<file path="src/logic/uea_pkg.sv">
// Shared constants for the endpoint arming and NAK interrupt block.
// Assumes one 10 MHz system clock and a plain firmware register port.
package uea_pkg;

  // ==========================================================================
  // Register byte addresses
  localparam logic [15:0] ADDR_IN_NAK_EN = 16'hE658;
  localparam logic [15:0] ADDR_IN_NAK_RQ = 16'hE659;
  localparam logic [15:0] ADDR_PING_NAK_EN = 16'hE65A;
  localparam logic [15:0] ADDR_PING_NAK_RQ = 16'hE65B;
  localparam logic [15:0] ADDR_USB_EV_EN = 16'hE65C;
  localparam logic [15:0] ADDR_USB_EV_RQ = 16'hE65D;
  localparam logic [15:0] ADDR_EP_EN = 16'hE65E;
  localparam logic [15:0] ADDR_EP_RQ = 16'hE65F;
  localparam logic [15:0] ADDR_ERR_EN = 16'hE662;
  localparam logic [15:0] ADDR_ERR_RQ = 16'hE663;
  localparam logic [15:0] ADDR_ERR_CNT = 16'hE664;
  localparam logic [15:0] ADDR_ERR_CLR = 16'hE665;
  localparam logic [15:0] ADDR_TOGGLE = 16'hE683;
  // Byte counts for endpoints 2, 4, 6, 8; high at base, low at base+1
  localparam logic [15:0] ADDR_EP2_CNT_HIGH = 16'hE690;
  localparam logic [15:0] ADDR_EP4_CNT_HIGH = 16'hE694;
  localparam logic [15:0] ADDR_EP6_CNT_HIGH = 16'hE698;
  localparam logic [15:0] ADDR_EP8_CNT_HIGH = 16'hE69C;
  // Own choice: per-endpoint config (bit 4 auto commit, bit 0 direction in)
  localparam logic [15:0] ADDR_FIFO_CFG_BASE = 16'hE618;
  // Own choice: endpoint types, small endpoint arm, bus speed
  localparam logic [15:0] ADDR_EP_TYPE_BULK = 16'hE620;
  localparam logic [15:0] ADDR_SMALL_ARM = 16'hE621;
  localparam logic [15:0] ADDR_SPEED = 16'hE622;

  // ==========================================================================
  // Fields
  localparam int AUTO_OUT_COMMIT_BIT = 4;
  localparam int DIR_IN_BIT = 0;
  localparam int DISCARD_BIT = 7;
  localparam int IN_NAK_COMBINED_BIT = 0;
  localparam int LARGE_CNT_W = 11;
  localparam int SMALL_CNT_W = 10;
  localparam logic [7:0] RESET_BYTE = 8'h00;
  localparam logic [7:0] ERR_CNT_RESET = 8'h04;

  // In-NAK bit order: ep0, ep1, ep2, ep4, ep6, ep8; large endpoint k -> bit k+2
  // Ping/NAK request bit order: bit 0 combined, bit k+2 ping for large ep k,
  // bits 1, 6 and 7 never set; small endpoints have no ping flag.

  // ==========================================================================
  // Token and handshake codes on the link
  typedef enum logic [1:0] {UEA_TOK_NONE, UEA_TOK_IN, UEA_TOK_OUT, UEA_TOK_PING} uea_tok_e;
  typedef enum logic [1:0] {UEA_HS_NONE, UEA_HS_ACK, UEA_HS_NAK, UEA_HS_DATA} uea_hs_e;

endpackage

</file>
<file path="src/logic/uea_link_if.sv">
// Link between the host-side token source and the device endpoint logic.
// Assumes both ends share SYS_CLK; one token per pulse, one answer per token except a full-speed PING.
`timescale 1ns/1ps
interface uea_link_if;
  logic tok_valid;
  uea_pkg::uea_tok_e tok_kind;
  logic [2:0] tok_ep;
  logic [10:0] tok_len;
  logic high_speed;
  logic hs_valid;
  uea_pkg::uea_hs_e hs_kind;
  logic [10:0] hs_len;

  modport device (input tok_valid, input tok_kind, input tok_ep, input tok_len, input high_speed,
    output hs_valid, output hs_kind, output hs_len);
  modport host (output tok_valid, output tok_kind, output tok_ep, output tok_len, output high_speed,
    input hs_valid, input hs_kind, input hs_len);
endinterface

</file>
<file path="src/logic/uea_device.sv">
// Device end: byte counts, arming, skip/commit, IN-NAK, PING and endpoint IRQs.
// Assumes firmware on the plain register port and a token source on the link.
// How it works
// - Endpoints 2 and 6 hold 11-bit counts
// - Endpoints 4 and 8 hold 10-bit counts
// - IN: low count write arms endpoint
// - OUT: count reads received bytes; low rearms
// - Auto commit off: interrupt, wait rearm
// - Rearm with discard clear commits packet
// - Rearm with discard set drops packet
// - Auto commit lives in config bit 4
// - Bulk IN NAKs until armed, then data
// - Each IN NAK on a bulk endpoint sets its IN-NAK flag
// - IN-NAK bits for six endpoints, bulk only
// - Combined IN-NAK sets on a NAK with no IN-NAK bit pending
// - Enable by one; write one clears
// - High-speed PING: ACK if space, else NAK
// - PING NAK on a bulk endpoint sets ping flag
// - PING only at high speed
// - Endpoint flag on buffer free or data
// - Small endpoints flag on busy fall
// - Written ones clear, zeros keep
// - Firmware clears individual before combined IN-NAK
// - Firmware clears ping flag after servicing
// - Common registers at fixed addresses
// - IN low count write sets busy
`timescale 1ns/1ps
module uea_device (
  // Clock and reset
  input wire logic SYS_CLK,
  input wire logic RESET_N,
  // Firmware register port
  input wire logic [15:0] REG_ADDR,
  input wire logic [7:0] REG_WDATA,
  input wire logic REG_WR,
  input wire logic REG_RD,
  output logic [7:0] REG_RDATA,
  // Output FIFO commit port
  output logic COMMIT_VALID,
  output logic [1:0] COMMIT_EP,
  output logic [10:0] COMMIT_LEN,
  // Shared interrupt
  output logic SHARED_USB_INTERRUPT,
  // Link
  uea_link_if.device LINK
);

  // ==========================================================================
  // State
  logic [10:0] count_reg [4];
  logic [3:0] busy_reg;
  logic [7:0] cfg_reg [4];
  logic [7:0] type_bulk_reg;
  logic [1:0] small_busy_reg;
  logic [7:0] in_nak_en_reg, in_nak_rq_reg, ping_en_reg, ping_rq_reg;
  logic [7:0] usb_en_reg, usb_rq_reg, ep_en_reg, ep_rq_reg;
  logic [7:0] err_en_reg, err_rq_reg, err_cnt_reg, toggle_reg;
  logic [7:0] rdata_reg;
  logic [1:0] li;
  logic [2:0] lk;
  logic wr_low, wr_high, large_hit;
  logic [7:0] nak_set, ping_set, ep_set;
  logic in_nak_any;
  logic [10:0] cnt_mask [4];

  // Count widths follow buffer size
  assign cnt_mask[0] = 11'h7FF;
  assign cnt_mask[1] = 11'h3FF;
  assign cnt_mask[2] = 11'h7FF;
  assign cnt_mask[3] = 11'h3FF;

  // ==========================================================================
  // Address decode of byte-count registers
  always_comb begin
    large_hit = 1'b0;
    li = 2'd0;
    if (REG_ADDR[15:4] == uea_pkg::ADDR_EP2_CNT_HIGH[15:4] && REG_ADDR[3:2] == 2'b00) begin
      large_hit = 1'b1;
      li = 2'd0;
    end else if (REG_ADDR[15:4] == uea_pkg::ADDR_EP2_CNT_HIGH[15:4] && REG_ADDR[3:2] == 2'b01) begin
      large_hit = 1'b1;
      li = 2'd1;
    end else if (REG_ADDR[15:4] == uea_pkg::ADDR_EP2_CNT_HIGH[15:4] && REG_ADDR[3:2] == 2'b10) begin
      large_hit = 1'b1;
      li = 2'd2;
    end else if (REG_ADDR[15:4] == uea_pkg::ADDR_EP2_CNT_HIGH[15:4] && REG_ADDR[3:2] == 2'b11) begin
      large_hit = 1'b1;
      li = 2'd3;
    end
  end
  assign wr_high = REG_WR && large_hit && REG_ADDR[1:0] == 2'b00;
  assign wr_low = REG_WR && large_hit && REG_ADDR[1:0] == 2'b01;
  // Code 7 stands for endpoint 8, which the 3-bit field cannot hold
  assign lk = (LINK.tok_ep == 3'd2) ? 3'd0 : (LINK.tok_ep == 3'd4) ? 3'd1 :
              (LINK.tok_ep == 3'd6) ? 3'd2 : (LINK.tok_ep == 3'd7) ? 3'd3 : 3'd4;

  // ==========================================================================
  // Byte counts, busy and commit
  // Large endpoints are single-buffered here; multi-packet depth is left out.
  always_ff @(posedge SYS_CLK or negedge RESET_N) begin
    if (!RESET_N) begin
      for (int i = 0; i < 4; i++) count_reg[i] <= '0;
      busy_reg <= '0;
      COMMIT_VALID <= 1'b0;
      COMMIT_EP <= '0;
      COMMIT_LEN <= '0;
    end else begin
      COMMIT_VALID <= 1'b0;
      if (wr_high) begin
        count_reg[li] <= {REG_WDATA[2:0], count_reg[li][7:0]} & cnt_mask[li];
      end else if (wr_low && cfg_reg[li][uea_pkg::DIR_IN_BIT]) begin
        count_reg[li] <= {count_reg[li][10:8], REG_WDATA} & cnt_mask[li];
        busy_reg[li] <= 1'b1;
      end else if (wr_low) begin
        busy_reg[li] <= 1'b0;
        if (!cfg_reg[li][uea_pkg::AUTO_OUT_COMMIT_BIT] && busy_reg[li]) begin
          COMMIT_VALID <= !REG_WDATA[uea_pkg::DISCARD_BIT];
          COMMIT_EP <= li;
          COMMIT_LEN <= count_reg[li];
        end
      end
      if (LINK.tok_valid && lk < 3'd4 && LINK.hs_kind == uea_pkg::UEA_HS_DATA) begin
        busy_reg[lk[1:0]] <= 1'b0;
      end
      if (LINK.tok_valid && lk < 3'd4 && LINK.tok_kind == uea_pkg::UEA_TOK_OUT &&
          !cfg_reg[lk[1:0]][uea_pkg::DIR_IN_BIT] && !busy_reg[lk[1:0]]) begin
        count_reg[lk[1:0]] <= LINK.tok_len & cnt_mask[lk[1:0]];
        if (cfg_reg[lk[1:0]][uea_pkg::AUTO_OUT_COMMIT_BIT]) begin
          COMMIT_VALID <= 1'b1;
          COMMIT_EP <= lk[1:0];
          COMMIT_LEN <= LINK.tok_len;
        end else begin
          busy_reg[lk[1:0]] <= 1'b1;
        end
      end
    end
  end

  // ==========================================================================
  // Link answer, combinational from current state
  always_comb begin
    LINK.hs_valid = LINK.tok_valid;
    LINK.hs_kind = uea_pkg::UEA_HS_NONE;
    LINK.hs_len = '0;
    nak_set = '0;
    ping_set = '0;
    if (LINK.tok_valid && lk < 3'd4) begin
      if (LINK.tok_kind == uea_pkg::UEA_TOK_IN) begin
        if (busy_reg[lk[1:0]]) begin
          LINK.hs_kind = uea_pkg::UEA_HS_DATA;
          LINK.hs_len = count_reg[lk[1:0]];
        end else begin
          LINK.hs_kind = uea_pkg::UEA_HS_NAK;
          nak_set[lk + 3'd2] = type_bulk_reg[lk + 3'd2];
        end
      end else if (LINK.tok_kind == uea_pkg::UEA_TOK_PING) begin
        if (!LINK.high_speed) begin
          LINK.hs_valid = 1'b0;
        end else if (!busy_reg[lk[1:0]]) begin
          LINK.hs_kind = uea_pkg::UEA_HS_ACK;
        end else begin
          LINK.hs_kind = uea_pkg::UEA_HS_NAK;
          ping_set[lk + 3'd2] = type_bulk_reg[lk + 3'd2];
        end
      end else if (LINK.tok_kind == uea_pkg::UEA_TOK_OUT) begin
        LINK.hs_kind = busy_reg[lk[1:0]] ? uea_pkg::UEA_HS_NAK : uea_pkg::UEA_HS_ACK;
      end
    end else if (LINK.tok_valid && LINK.tok_kind == uea_pkg::UEA_TOK_IN && LINK.tok_ep < 3'd2) begin
      LINK.hs_kind = small_busy_reg[LINK.tok_ep[0]] ? uea_pkg::UEA_HS_DATA : uea_pkg::UEA_HS_NAK;
      nak_set[LINK.tok_ep[0]] = !small_busy_reg[LINK.tok_ep[0]] && type_bulk_reg[LINK.tok_ep[0]];
    end
  end

  // Endpoint events: IN buffer freed, OUT packet landed, small busy falls
  always_comb begin
    ep_set = '0;
    for (int i = 0; i < 4; i++) begin
      if (LINK.tok_valid && lk == 3'(i) && busy_reg[i] == cfg_reg[i][uea_pkg::DIR_IN_BIT] &&
          (LINK.hs_kind == uea_pkg::UEA_HS_DATA ||
           (LINK.tok_kind == uea_pkg::UEA_TOK_OUT && LINK.hs_kind == uea_pkg::UEA_HS_ACK))) begin
        ep_set[i + 2] = 1'b1;
      end
    end
    for (int s = 0; s < 2; s++) begin
      if (LINK.tok_valid && LINK.tok_ep == 3'(s) && LINK.hs_kind == uea_pkg::UEA_HS_DATA) begin
        ep_set[s] = 1'b1;
      end
    end
  end

  // ==========================================================================
  // Configuration and enables
  always_ff @(posedge SYS_CLK or negedge RESET_N) begin
    if (!RESET_N) begin
      for (int i = 0; i < 4; i++) cfg_reg[i] <= uea_pkg::RESET_BYTE;
      type_bulk_reg <= uea_pkg::RESET_BYTE;
      in_nak_en_reg <= uea_pkg::RESET_BYTE;
      ping_en_reg <= uea_pkg::RESET_BYTE;
      usb_en_reg <= uea_pkg::RESET_BYTE;
      ep_en_reg <= uea_pkg::RESET_BYTE;
      err_en_reg <= uea_pkg::RESET_BYTE;
      err_cnt_reg <= uea_pkg::ERR_CNT_RESET;
      toggle_reg <= uea_pkg::RESET_BYTE;
      small_busy_reg <= '0;
    end else begin
      if (REG_WR) begin
        if (REG_ADDR[15:2] == uea_pkg::ADDR_FIFO_CFG_BASE[15:2]) cfg_reg[REG_ADDR[1:0]] <= REG_WDATA;
        else if (REG_ADDR == uea_pkg::ADDR_EP_TYPE_BULK) type_bulk_reg <= REG_WDATA;
        else if (REG_ADDR == uea_pkg::ADDR_IN_NAK_EN) in_nak_en_reg <= REG_WDATA;
        else if (REG_ADDR == uea_pkg::ADDR_PING_NAK_EN) ping_en_reg <= REG_WDATA;
        else if (REG_ADDR == uea_pkg::ADDR_USB_EV_EN) usb_en_reg <= REG_WDATA;
        else if (REG_ADDR == uea_pkg::ADDR_EP_EN) ep_en_reg <= REG_WDATA;
        else if (REG_ADDR == uea_pkg::ADDR_ERR_EN) err_en_reg <= REG_WDATA;
        else if (REG_ADDR == uea_pkg::ADDR_ERR_CNT) err_cnt_reg <= {err_cnt_reg[7:4], REG_WDATA[3:0]};
        else if (REG_ADDR == uea_pkg::ADDR_ERR_CLR) err_cnt_reg <= {4'h0, err_cnt_reg[3:0]};
        else if (REG_ADDR == uea_pkg::ADDR_TOGGLE) toggle_reg <= {1'b0, REG_WDATA[6:0]};
      end
      for (int s = 0; s < 2; s++) begin
        if (REG_WR && REG_ADDR == uea_pkg::ADDR_SMALL_ARM && REG_WDATA[s]) small_busy_reg[s] <= 1'b1;
        else if (ep_set[s]) small_busy_reg[s] <= 1'b0;
      end
    end
  end

  // ==========================================================================
  // Request flags; a set in the clearing cycle wins
  assign in_nak_any = |(in_nak_rq_reg & 8'h3F);
  always_ff @(posedge SYS_CLK or negedge RESET_N) begin
    if (!RESET_N) begin
      in_nak_rq_reg <= uea_pkg::RESET_BYTE;
      ping_rq_reg <= uea_pkg::RESET_BYTE;
      usb_rq_reg <= uea_pkg::RESET_BYTE;
      ep_rq_reg <= uea_pkg::RESET_BYTE;
      err_rq_reg <= uea_pkg::RESET_BYTE;
    end else begin
      in_nak_rq_reg <= ((REG_WR && REG_ADDR == uea_pkg::ADDR_IN_NAK_RQ) ?
        in_nak_rq_reg & ~REG_WDATA : in_nak_rq_reg) | nak_set;
      ping_rq_reg <= ((REG_WR && REG_ADDR == uea_pkg::ADDR_PING_NAK_RQ) ?
        ping_rq_reg & ~REG_WDATA : ping_rq_reg) | ping_set |
        {7'h00, (|nak_set) && !in_nak_any};
      usb_rq_reg <= (REG_WR && REG_ADDR == uea_pkg::ADDR_USB_EV_RQ) ? usb_rq_reg & ~REG_WDATA : usb_rq_reg;
      ep_rq_reg <= ((REG_WR && REG_ADDR == uea_pkg::ADDR_EP_RQ) ?
        ep_rq_reg & ~REG_WDATA : ep_rq_reg) | ep_set;
      err_rq_reg <= (REG_WR && REG_ADDR == uea_pkg::ADDR_ERR_RQ) ? err_rq_reg & ~REG_WDATA : err_rq_reg;
    end
  end

  assign SHARED_USB_INTERRUPT = |{in_nak_rq_reg & in_nak_en_reg, ping_rq_reg & ping_en_reg,
    usb_rq_reg & usb_en_reg, ep_rq_reg & ep_en_reg, err_rq_reg & err_en_reg};

  // ==========================================================================
  // Read data, one cycle after the strobe
  always_ff @(posedge SYS_CLK or negedge RESET_N) begin
    if (!RESET_N) begin
      rdata_reg <= uea_pkg::RESET_BYTE;
    end else if (REG_RD) begin
      if (large_hit && REG_ADDR[1:0] == 2'b00) rdata_reg <= {5'h00, count_reg[li][10:8]};
      else if (large_hit && REG_ADDR[1:0] == 2'b01) rdata_reg <= count_reg[li][7:0];
      else if (REG_ADDR[15:2] == uea_pkg::ADDR_FIFO_CFG_BASE[15:2]) rdata_reg <= cfg_reg[REG_ADDR[1:0]];
      else if (REG_ADDR == uea_pkg::ADDR_EP_TYPE_BULK) rdata_reg <= type_bulk_reg;
      else if (REG_ADDR == uea_pkg::ADDR_SMALL_ARM) rdata_reg <= {6'h00, small_busy_reg};
      else if (REG_ADDR == uea_pkg::ADDR_SPEED) rdata_reg <= {7'h00, LINK.high_speed};
      else if (REG_ADDR == uea_pkg::ADDR_IN_NAK_EN) rdata_reg <= in_nak_en_reg;
      else if (REG_ADDR == uea_pkg::ADDR_IN_NAK_RQ) rdata_reg <= in_nak_rq_reg;
      else if (REG_ADDR == uea_pkg::ADDR_PING_NAK_EN) rdata_reg <= ping_en_reg;
      else if (REG_ADDR == uea_pkg::ADDR_PING_NAK_RQ) rdata_reg <= ping_rq_reg;
      else if (REG_ADDR == uea_pkg::ADDR_USB_EV_EN) rdata_reg <= usb_en_reg;
      else if (REG_ADDR == uea_pkg::ADDR_USB_EV_RQ) rdata_reg <= usb_rq_reg;
      else if (REG_ADDR == uea_pkg::ADDR_EP_EN) rdata_reg <= ep_en_reg;
      else if (REG_ADDR == uea_pkg::ADDR_EP_RQ) rdata_reg <= ep_rq_reg;
      else if (REG_ADDR == uea_pkg::ADDR_ERR_EN) rdata_reg <= err_en_reg;
      else if (REG_ADDR == uea_pkg::ADDR_ERR_RQ) rdata_reg <= err_rq_reg;
      else if (REG_ADDR == uea_pkg::ADDR_ERR_CNT) rdata_reg <= err_cnt_reg;
      else if (REG_ADDR == uea_pkg::ADDR_TOGGLE) rdata_reg <= toggle_reg;
      else rdata_reg <= uea_pkg::RESET_BYTE;
    end else begin
      rdata_reg <= uea_pkg::RESET_BYTE;
    end
  end
  assign REG_RDATA = rdata_reg;

endmodule

</file>
<file path="src/flat_wrapper.sv">
// flat-port wrapper written by rule: the top's interface ports become plain ports
module uea_device_flat 
  (SYS_CLK, RESET_N, REG_ADDR, REG_WDATA, REG_WR, REG_RD, REG_RDATA, COMMIT_VALID, COMMIT_EP, COMMIT_LEN, SHARED_USB_INTERRUPT, LINK_tok_valid, LINK_tok_kind, LINK_tok_ep, LINK_tok_len, LINK_high_speed, LINK_hs_valid, LINK_hs_kind, LINK_hs_len);
  uea_link_if LINK_i ();
  input wire logic SYS_CLK;
  input wire logic RESET_N;
  input wire logic [15:0] REG_ADDR;
  input wire logic [7:0] REG_WDATA;
  input wire logic REG_WR;
  input wire logic REG_RD;
  output logic [7:0] REG_RDATA;
  output logic COMMIT_VALID;
  output logic [1:0] COMMIT_EP;
  output logic [10:0] COMMIT_LEN;
  output logic SHARED_USB_INTERRUPT;
  input wire logic [$bits(LINK_i.tok_valid)-1:0] LINK_tok_valid;
  input wire logic [$bits(LINK_i.tok_kind)-1:0] LINK_tok_kind;
  input wire logic [$bits(LINK_i.tok_ep)-1:0] LINK_tok_ep;
  input wire logic [$bits(LINK_i.tok_len)-1:0] LINK_tok_len;
  input wire logic [$bits(LINK_i.high_speed)-1:0] LINK_high_speed;
  output wire logic [$bits(LINK_i.hs_valid)-1:0] LINK_hs_valid;
  output wire logic [$bits(LINK_i.hs_kind)-1:0] LINK_hs_kind;
  output wire logic [$bits(LINK_i.hs_len)-1:0] LINK_hs_len;
  assign LINK_i.tok_valid = LINK_tok_valid;
  assign LINK_i.tok_kind = LINK_tok_kind;
  assign LINK_i.tok_ep = LINK_tok_ep;
  assign LINK_i.tok_len = LINK_tok_len;
  assign LINK_i.high_speed = LINK_high_speed;
  assign LINK_hs_valid = LINK_i.hs_valid;
  assign LINK_hs_kind = LINK_i.hs_kind;
  assign LINK_hs_len = LINK_i.hs_len;
  uea_device u_core (.SYS_CLK(SYS_CLK), .RESET_N(RESET_N), .REG_ADDR(REG_ADDR), .REG_WDATA(REG_WDATA), .REG_WR(REG_WR), .REG_RD(REG_RD), .REG_RDATA(REG_RDATA), .COMMIT_VALID(COMMIT_VALID), .COMMIT_EP(COMMIT_EP), .COMMIT_LEN(COMMIT_LEN), .SHARED_USB_INTERRUPT(SHARED_USB_INTERRUPT), .LINK(LINK_i));
endmodule
</file>
<file path="config.mk">
export PLATFORM = sky130hd
export DESIGN_NAME = uea_device_flat
export DESIGN_NICKNAME = d
export VERILOG_FILES = /design/src/logic/uea_pkg.sv /design/src/logic/uea_link_if.sv /design/src/logic/uea_device.sv /design/src/flat_wrapper.sv
export SDC_FILE = /design/constraint.sdc
export NUM_CORES = 1
export LEC_CHECK = 0
export BUFFER_PORTS_ARGS = -buffer_cell sky130_fd_sc_hd__buf_2
export CAP_MARGIN = 20
export CORE_MARGIN = 1.5
export CORE_UTILIZATION = 55
export CTS_CLUSTER_DIAMETER = 120
export DETAILED_ROUTE_END_ITERATION = 12
export PLACE_DENSITY = 0.82
export SLEW_MARGIN = 20
export SYNTH_ARGS = -nofsm -noshare
export SYNTH_HDL_FRONTEND = slang
export SYNTH_SLANG_ARGS = --single-unit
</file>
<file path="constraint.sdc">
create_clock -name SYS_CLK -period 2.4 [get_ports SYS_CLK]
set_input_delay 0.48 -clock SYS_CLK [delete_from_list [all_inputs] [get_ports SYS_CLK]]
set_output_delay 0.48 -clock SYS_CLK [all_outputs]
set_load 0.02 [all_outputs]
</file>
; ---- Word level (Yosys, flattened, before mapping)
; Cells that the tools add are included.
[totals]
input_bits = 46
ff_bits = 203
output_inout_bits = 37
wordCells = 346
[op_classes]
muxes = 146
order_cmp = 17
add_sub_neg = 1
bitwise_logic = 38
reduce_logical = 77
n_eq_ne = 39
[ops]
columns = operator, n
row1 = two-way mux 8 bit, 33
row2 = "equality test 16 bit, second input constant", 16
row3 = two-way mux 11 bit, 19
row4 = bitwise mux 44 bit, 3
row5 = two-way mux 44 bit, 3
row6 = bitwise AND 8 bit, 11
row7 = binary-select mux 11 bit (select 2 bit), 4
row8 = logical AND 1 bit, 52
row9 = binary-select mux 8 bit (select 2 bit), 3
row10 = demux 11 bit (select 2 bit), 2
row11 = OR reduction 40 bit, 1
row12 = two-way mux 1 bit, 37
row13 = two-way mux 2 bit, 17
row14 = bitwise AND 11 bit, 3
row15 = bitwise mux 32 bit, 1
row16 = two-way mux 4 bit, 7
row17 = two-way mux 5 bit, 4
row18 = demux 8 bit (select 2 bit), 1
row19 = bitwise OR 8 bit, 2
row20 = "equality test 14 bit, second input constant", 1
row21 = "equality test 12 bit, second input constant", 1
row22 = two-way mux 3 bit, 4
row23 = AND reduction 11 bit, 1
row24 = "equality test 2 bit, second input constant", 5
row25 = 47 further kinds, 87

; ---- Longest topological paths before layout
[depth]
depth_word = 20
mapped_depth = 10
ltp_nobuf = 6

; ---- Least setup slack after synthesis
; OpenSTA, ideal clock, no wires.
[synth_timing]
path_type = input to output
start = input LINK_tok_ep[2]
end = output LINK_hs_len[0]
t_required_ps = 1920
n_path_buf = 3
t_arrival_ps = 2269
path_stages = 8
setup_slack_ps = -349
cell_sequence = buf_2 nand2_1 o32ai_1 a21o_1 clkbuf_1 nand3_1 clkbuf_1 a211oi_1
[synth_between]
elab_chain_len = 12
word_cells_on_any_way = 19
cone_classes = order compare (1) / eq/ne (4) / mux (12) / bitwise (1) / reduce/logical (1)
[synth_rtl]
columns = item, line
row1 = start: declaration, flat_wrapper.sv:18  ; input wire logic [$bits(LINK_i.tok_ep)-1:0] LINK_tok_ep;
row2 = equality test 3 bit, uea_device.sv:95  ; (LINK.tok_ep == 3'd6) ? 3'd2 : (LINK.tok_ep == 3'd7) ? 3'd3 : 3'd4;
row3 = two-way mux 3 bit (2 in series), uea_device.sv:95
row4 = two-way mux 3 bit, uea_device.sv:94  ; assign lk = (LINK.tok_ep == 3'd2) ? 3'd0 : (LINK.tok_ep == 3'd4) ? 3'd1 :
row5 = two-way mux 3 bit *, uea_device.sv:94
row6 = NOT 2 -> 3 bit (implied by the code), uea_device.sv:151  ; LINK.hs_len = count_reg[lk[1:0]];
row7 = binary-select mux 11 bit (select 2 bit), uea_device.sv:151
row8 = two-way mux 11 bit (implied by the code) (2 in series), uea_device.sv:151
row9 = two-way mux 11 bit, uea_device.sv:149  ; if (busy_reg[lk[1:0]]) begin
row10 = two-way mux 11 bit, uea_device.sv:148  ; if (LINK.tok_kind == uea_pkg::UEA_TOK_IN) begin
row11 = two-way mux 11 bit *, uea_device.sv:147  ; if (LINK.tok_valid && lk < 3'd4) begin
row12 = end: declaration, flat_wrapper.sv:23  ; output wire logic [$bits(LINK_i.hs_len)-1:0] LINK_hs_len;
; Mark *: on every way between the ends. The rest lies on a longest branch, timed or not. The select of a mux whose other input is x is not followed.

; ---- Worst setup path in the final report
[layout_timing]
start = register u_core.busy_reg[1]
end = output LINK_hs_len[3]
[layout_between]
elab_chain_len = 5
[layout_rtl]
columns = item, line
row1 = start: declaration, uea_device.sv:51  ; logic [3:0] busy_reg;
row2 = start signal: assignment, uea_device.sv:103  ; busy_reg <= '0;
row3 = start signal: indexed assignment, uea_device.sv:113  ; busy_reg[li] <= 1'b1;
row4 = start signal: indexed assignment, uea_device.sv:115  ; busy_reg[li] <= 1'b0;
row5 = binary-select mux 1 bit (select 2 bit), uea_device.sv:149
row6 = two-way mux 1 bit (implied by the code), uea_device.sv:149
row7 = two-way mux 11 bit, uea_device.sv:149
row8 = two-way mux 11 bit, uea_device.sv:148
row9 = two-way mux 11 bit, uea_device.sv:147
; Every way passes these cells. The select of a mux whose other input is x is not followed.

==> results_dict.tcl <==
set metrics [dict create \
    numCtsBuffers 23 \
    clkTransAtPathRegs_ns 0.07 \
    ys_warn_count 0 \
    area_delta_synth_final_pct 30.33 \
    drt_pass1_iterations 6 \
    cts_tree "yes" \
    regArea_mm2 0.005084 \
    rsz0062_at_grt "true" \
    ant_nets 0 \
    slew_headroom_pct 50.99 \
    finalClockSkew_ns 0.01204 \
    hold_path_class "in2reg" \
    drc_errors 0 \
    core_area_mm2 0.02122 \
    clockBufferDepth 3 \
    fillerInstances 1480 \
    final_cell_mix "230 x buf_4, 200 x dfrtp_1, 122 x nand2_1, 100 x mux2_2, 68 x buf_2" \
    peakVddDrop_uv 507.7 \
    setup_viol 15 \
    rrSetupSlack_ns 0 \
    synth.distinct_cells 85 \
    r2r-end "u_core.COMMIT_LEN[0]" \
    initial_core_util_pct 56.50 \
    final_common_cell "buf_4" \
    dp_hpwl_mm 34.72 \
    num_rows 53 \
    p_per_area_mw_per_mm2 598.5 \
    htreeDepth 1 \
    power.internal_mw 6.621 \
    drv_cap 0 \
    worstPathMaxFanout 8 \
    end_kind "output pin" \
    pre_cts_ws_ns -0.3927 \
    drt_wl_total_mm 47.96 \
    async_flop_share_pct 100.0 \
    largest_register_ffs 44 \
    grt_pass1_vias 11985 \
    vias_per_cell 7.018 \
    synth-seq-area-share_pct 42.38 \
    reg2regPathDepth 7 \
    gp_congestion 1.021 \
    netlist_area_mm2 0.01199 \
    vias 12247 \
    ios 83 \
    fin_crit_ns 2.643 \
    fin_nets 1500 \
    ys.flop_type "dfrtp_1" \
    worst_pin_slew_ns 0.7352 \
    fin_crit_sh_pct 110.1 \
    clkLatencyLatePin_ns 0.53 \
    grt_pass1_wl_mm 71.18 \
    portBuffers 82 \
    synth-seq-cells 203 \
    synth.avg_cell_area_um2 10.07 \
    overflow 0 \
    syn_inst 1190 \
    drtIter0Drc 1509 \
    post-synth-top-area-cell "dfrtp_1" \
    fmax_mhz 378.4 \
    synth_area_leaders "dfrtp_1 42%, mux2_2 9.8%, mux2i_1 4.4%, nand2_1 3.9%, o21ai_0 2.6%" \
    hold_viol 0 \
    place_inst 1693 \
    synth_top_area_share_pct 42.16 \
    antenna_found_initial 1 \
    r2r_start "u_core.cfg_reg[8]" \
    hold_depth 3 \
    fin_ws_ns -0.2425 \
    root_buffer "clkbuf_16" \
    multi_input_area_mm2 0.006770 \
    p_leak_nw 7.076 \
    hold_start "LINK_tok_len[10]" \
    syn_nets 1236 \
    start_kind "flop" \
    die_x_um 150.6 \
    pwr-share-clk_pct 40.8 \
    required_ns 1.92 \
    synth-edff-count 0 \
    p_switching_mw 2.731 \
    grt_use_total_pct 42.30 \
    seqPwrFrac_pct 41.7 \
    grt_max_degree 68 \
    die-area_mm2 0.02269 \
    wl_per_cell_um 27.48 \
    arrival_ns 2.16 \
    final_cells 1745 \
    swShare_pct 29.20 \
    violations "negative setup slack" \
    slew_viol_final 0 \
    path_class "reg2out" \
    drive_gt1_share_pct 37.71 \
    status "finished with violations" \
    hold_end "u_core.count_reg[21]" \
    die_y_um 150.6 \
    p_comb_share_pct 17.5 \
    clock-sinks 203 \
]
==> cell usage after synthesis, types with 6 or more instances <==
master and number:
a21oi_1 22, mux2i_1 53, clkbuf_1 50, a22o_1 7
nor2b_1 11, or2_2 10, nand2_1 123, nor4_4 6
mux2_2 104, a31oi_1 11, o221ai_1 6, a21boi_0 23
or3_1 10, nand3_1 61, a211oi_1 15, nor2_1 49
o22ai_1 39, buf_2 32, a221oi_1 9, nand4_1 19
nand2b_1 13, inv_1 8, nor3_1 26, a32o_1 9
and3_1 12, mux2_1 7, or4_1 10, o21ai_0 63
dfrtp_1 202, a22oi_1 28, mux4_2 8, nor4_1 16
==> worst max-delay path, cell delays in order, from the launching register on <==
cell	delay, ns
dfrtp_1	0.37
nand2_2	0.06
o32ai_2	0.30
a21o_1	0.20
nand3_4	0.12
buf_12	0.20
a211oi_4	0.21
buf_6	0.16
==> kinds of logic after synthesis <==
group	after synthesis	share of synthesized area, %
AOI/OAI and AO/OA	297	17.33
DFF	203	42.38
muxes	172	16.35
and+or+nand+nor	413	20.02
buffers and inverters	101	3.621
xor gates and xnor gates	4	0.2922
==> final cells by class <==
class / instances / area share (%)
sequential: 203 / 32.54
clock inverter: 12 / 1.121
clock buffer: 28 / 4.060
antenna: 1 / 0.01602
inverter: 10 / 0.2402
multi-input combinational: 886 / 43.33
timing repair buffer: 330 / 16.50
tap: 275 / 2.202
==> power by group through the flow <==
stage	sequential [mW]	clock (mW)	combinational, mW
5_1_grt	3.91	3.95	1.74
3_3_place_gp	3.92	0	1.48
6_report	3.90	3.82	1.64
4_1_cts	3.87	3.84	1.56
2_1_floorplan	3.90	0	0.763
3_5_place_dp	3.93	0	1.52
==> worst max-delay path by stage <==
stage	start	endpoint	slack, ns
after floorplan	REG_ADDR[6]	u_core.COMMIT_EP[1]	0.03
after global placement	REG_ADDR[2]	u_core.COMMIT_LEN[0]	-0.53
after detailed placement	REG_ADDR[8]	u_core.REG_RDATA[1]	-0.39
after CTS	u_core.busy_reg[1]	LINK_hs_len[3]	-0.20
after global routing	u_core.busy_reg[1]	LINK_hs_len[9]	-0.29
final	u_core.busy_reg[1]	LINK_hs_len[3]	-0.24
==> what timing repair did <==
| item | CTS | global route |
|---|---|---|
| endpoints found under the setup margin | 40 | 26 |
| gates resized for setup | 29 | 23 |
| hold buffers | 1 | 0 |
| pin swaps | 2 | 4 |
| setup buffers | 4 | 6 |
| hold endpoints to repair | 42 | 0 |
==> metrics by stage <==
step | hold slack [ns] | TNS [ns] | utilization [%] | area (µm²) | power, mW
after floorplan | 0.1844 | 0 | - | 12190 | 4.664
after global placement | 0.4518 | -23.52 | 68.50 | 14540 | 5.399
after detailed placement | 0.4608 | -21.79 | 68.50 | 14540 | 5.447
after CTS | 0.2168 | -2.236 | 72.94 | 15480 | 9.269
after global routing | 0.2199 | -3.567 | 73.62 | 15620 | 9.597
final | 0.2291 | -3.019 | 73.63 | 15630 | 9.352
==> metal layers <==
layer	vias to the layer above	wire [µm]	global-route usage (%)
met5	-	0	0
met4	0	3183	22.48
met3	224	6221	10.64
met2	1007	20590	63.65
met1	5952	17960	56.26
li1	5064	-	-
No activity file was read; power rests on OpenSTA's default activity.
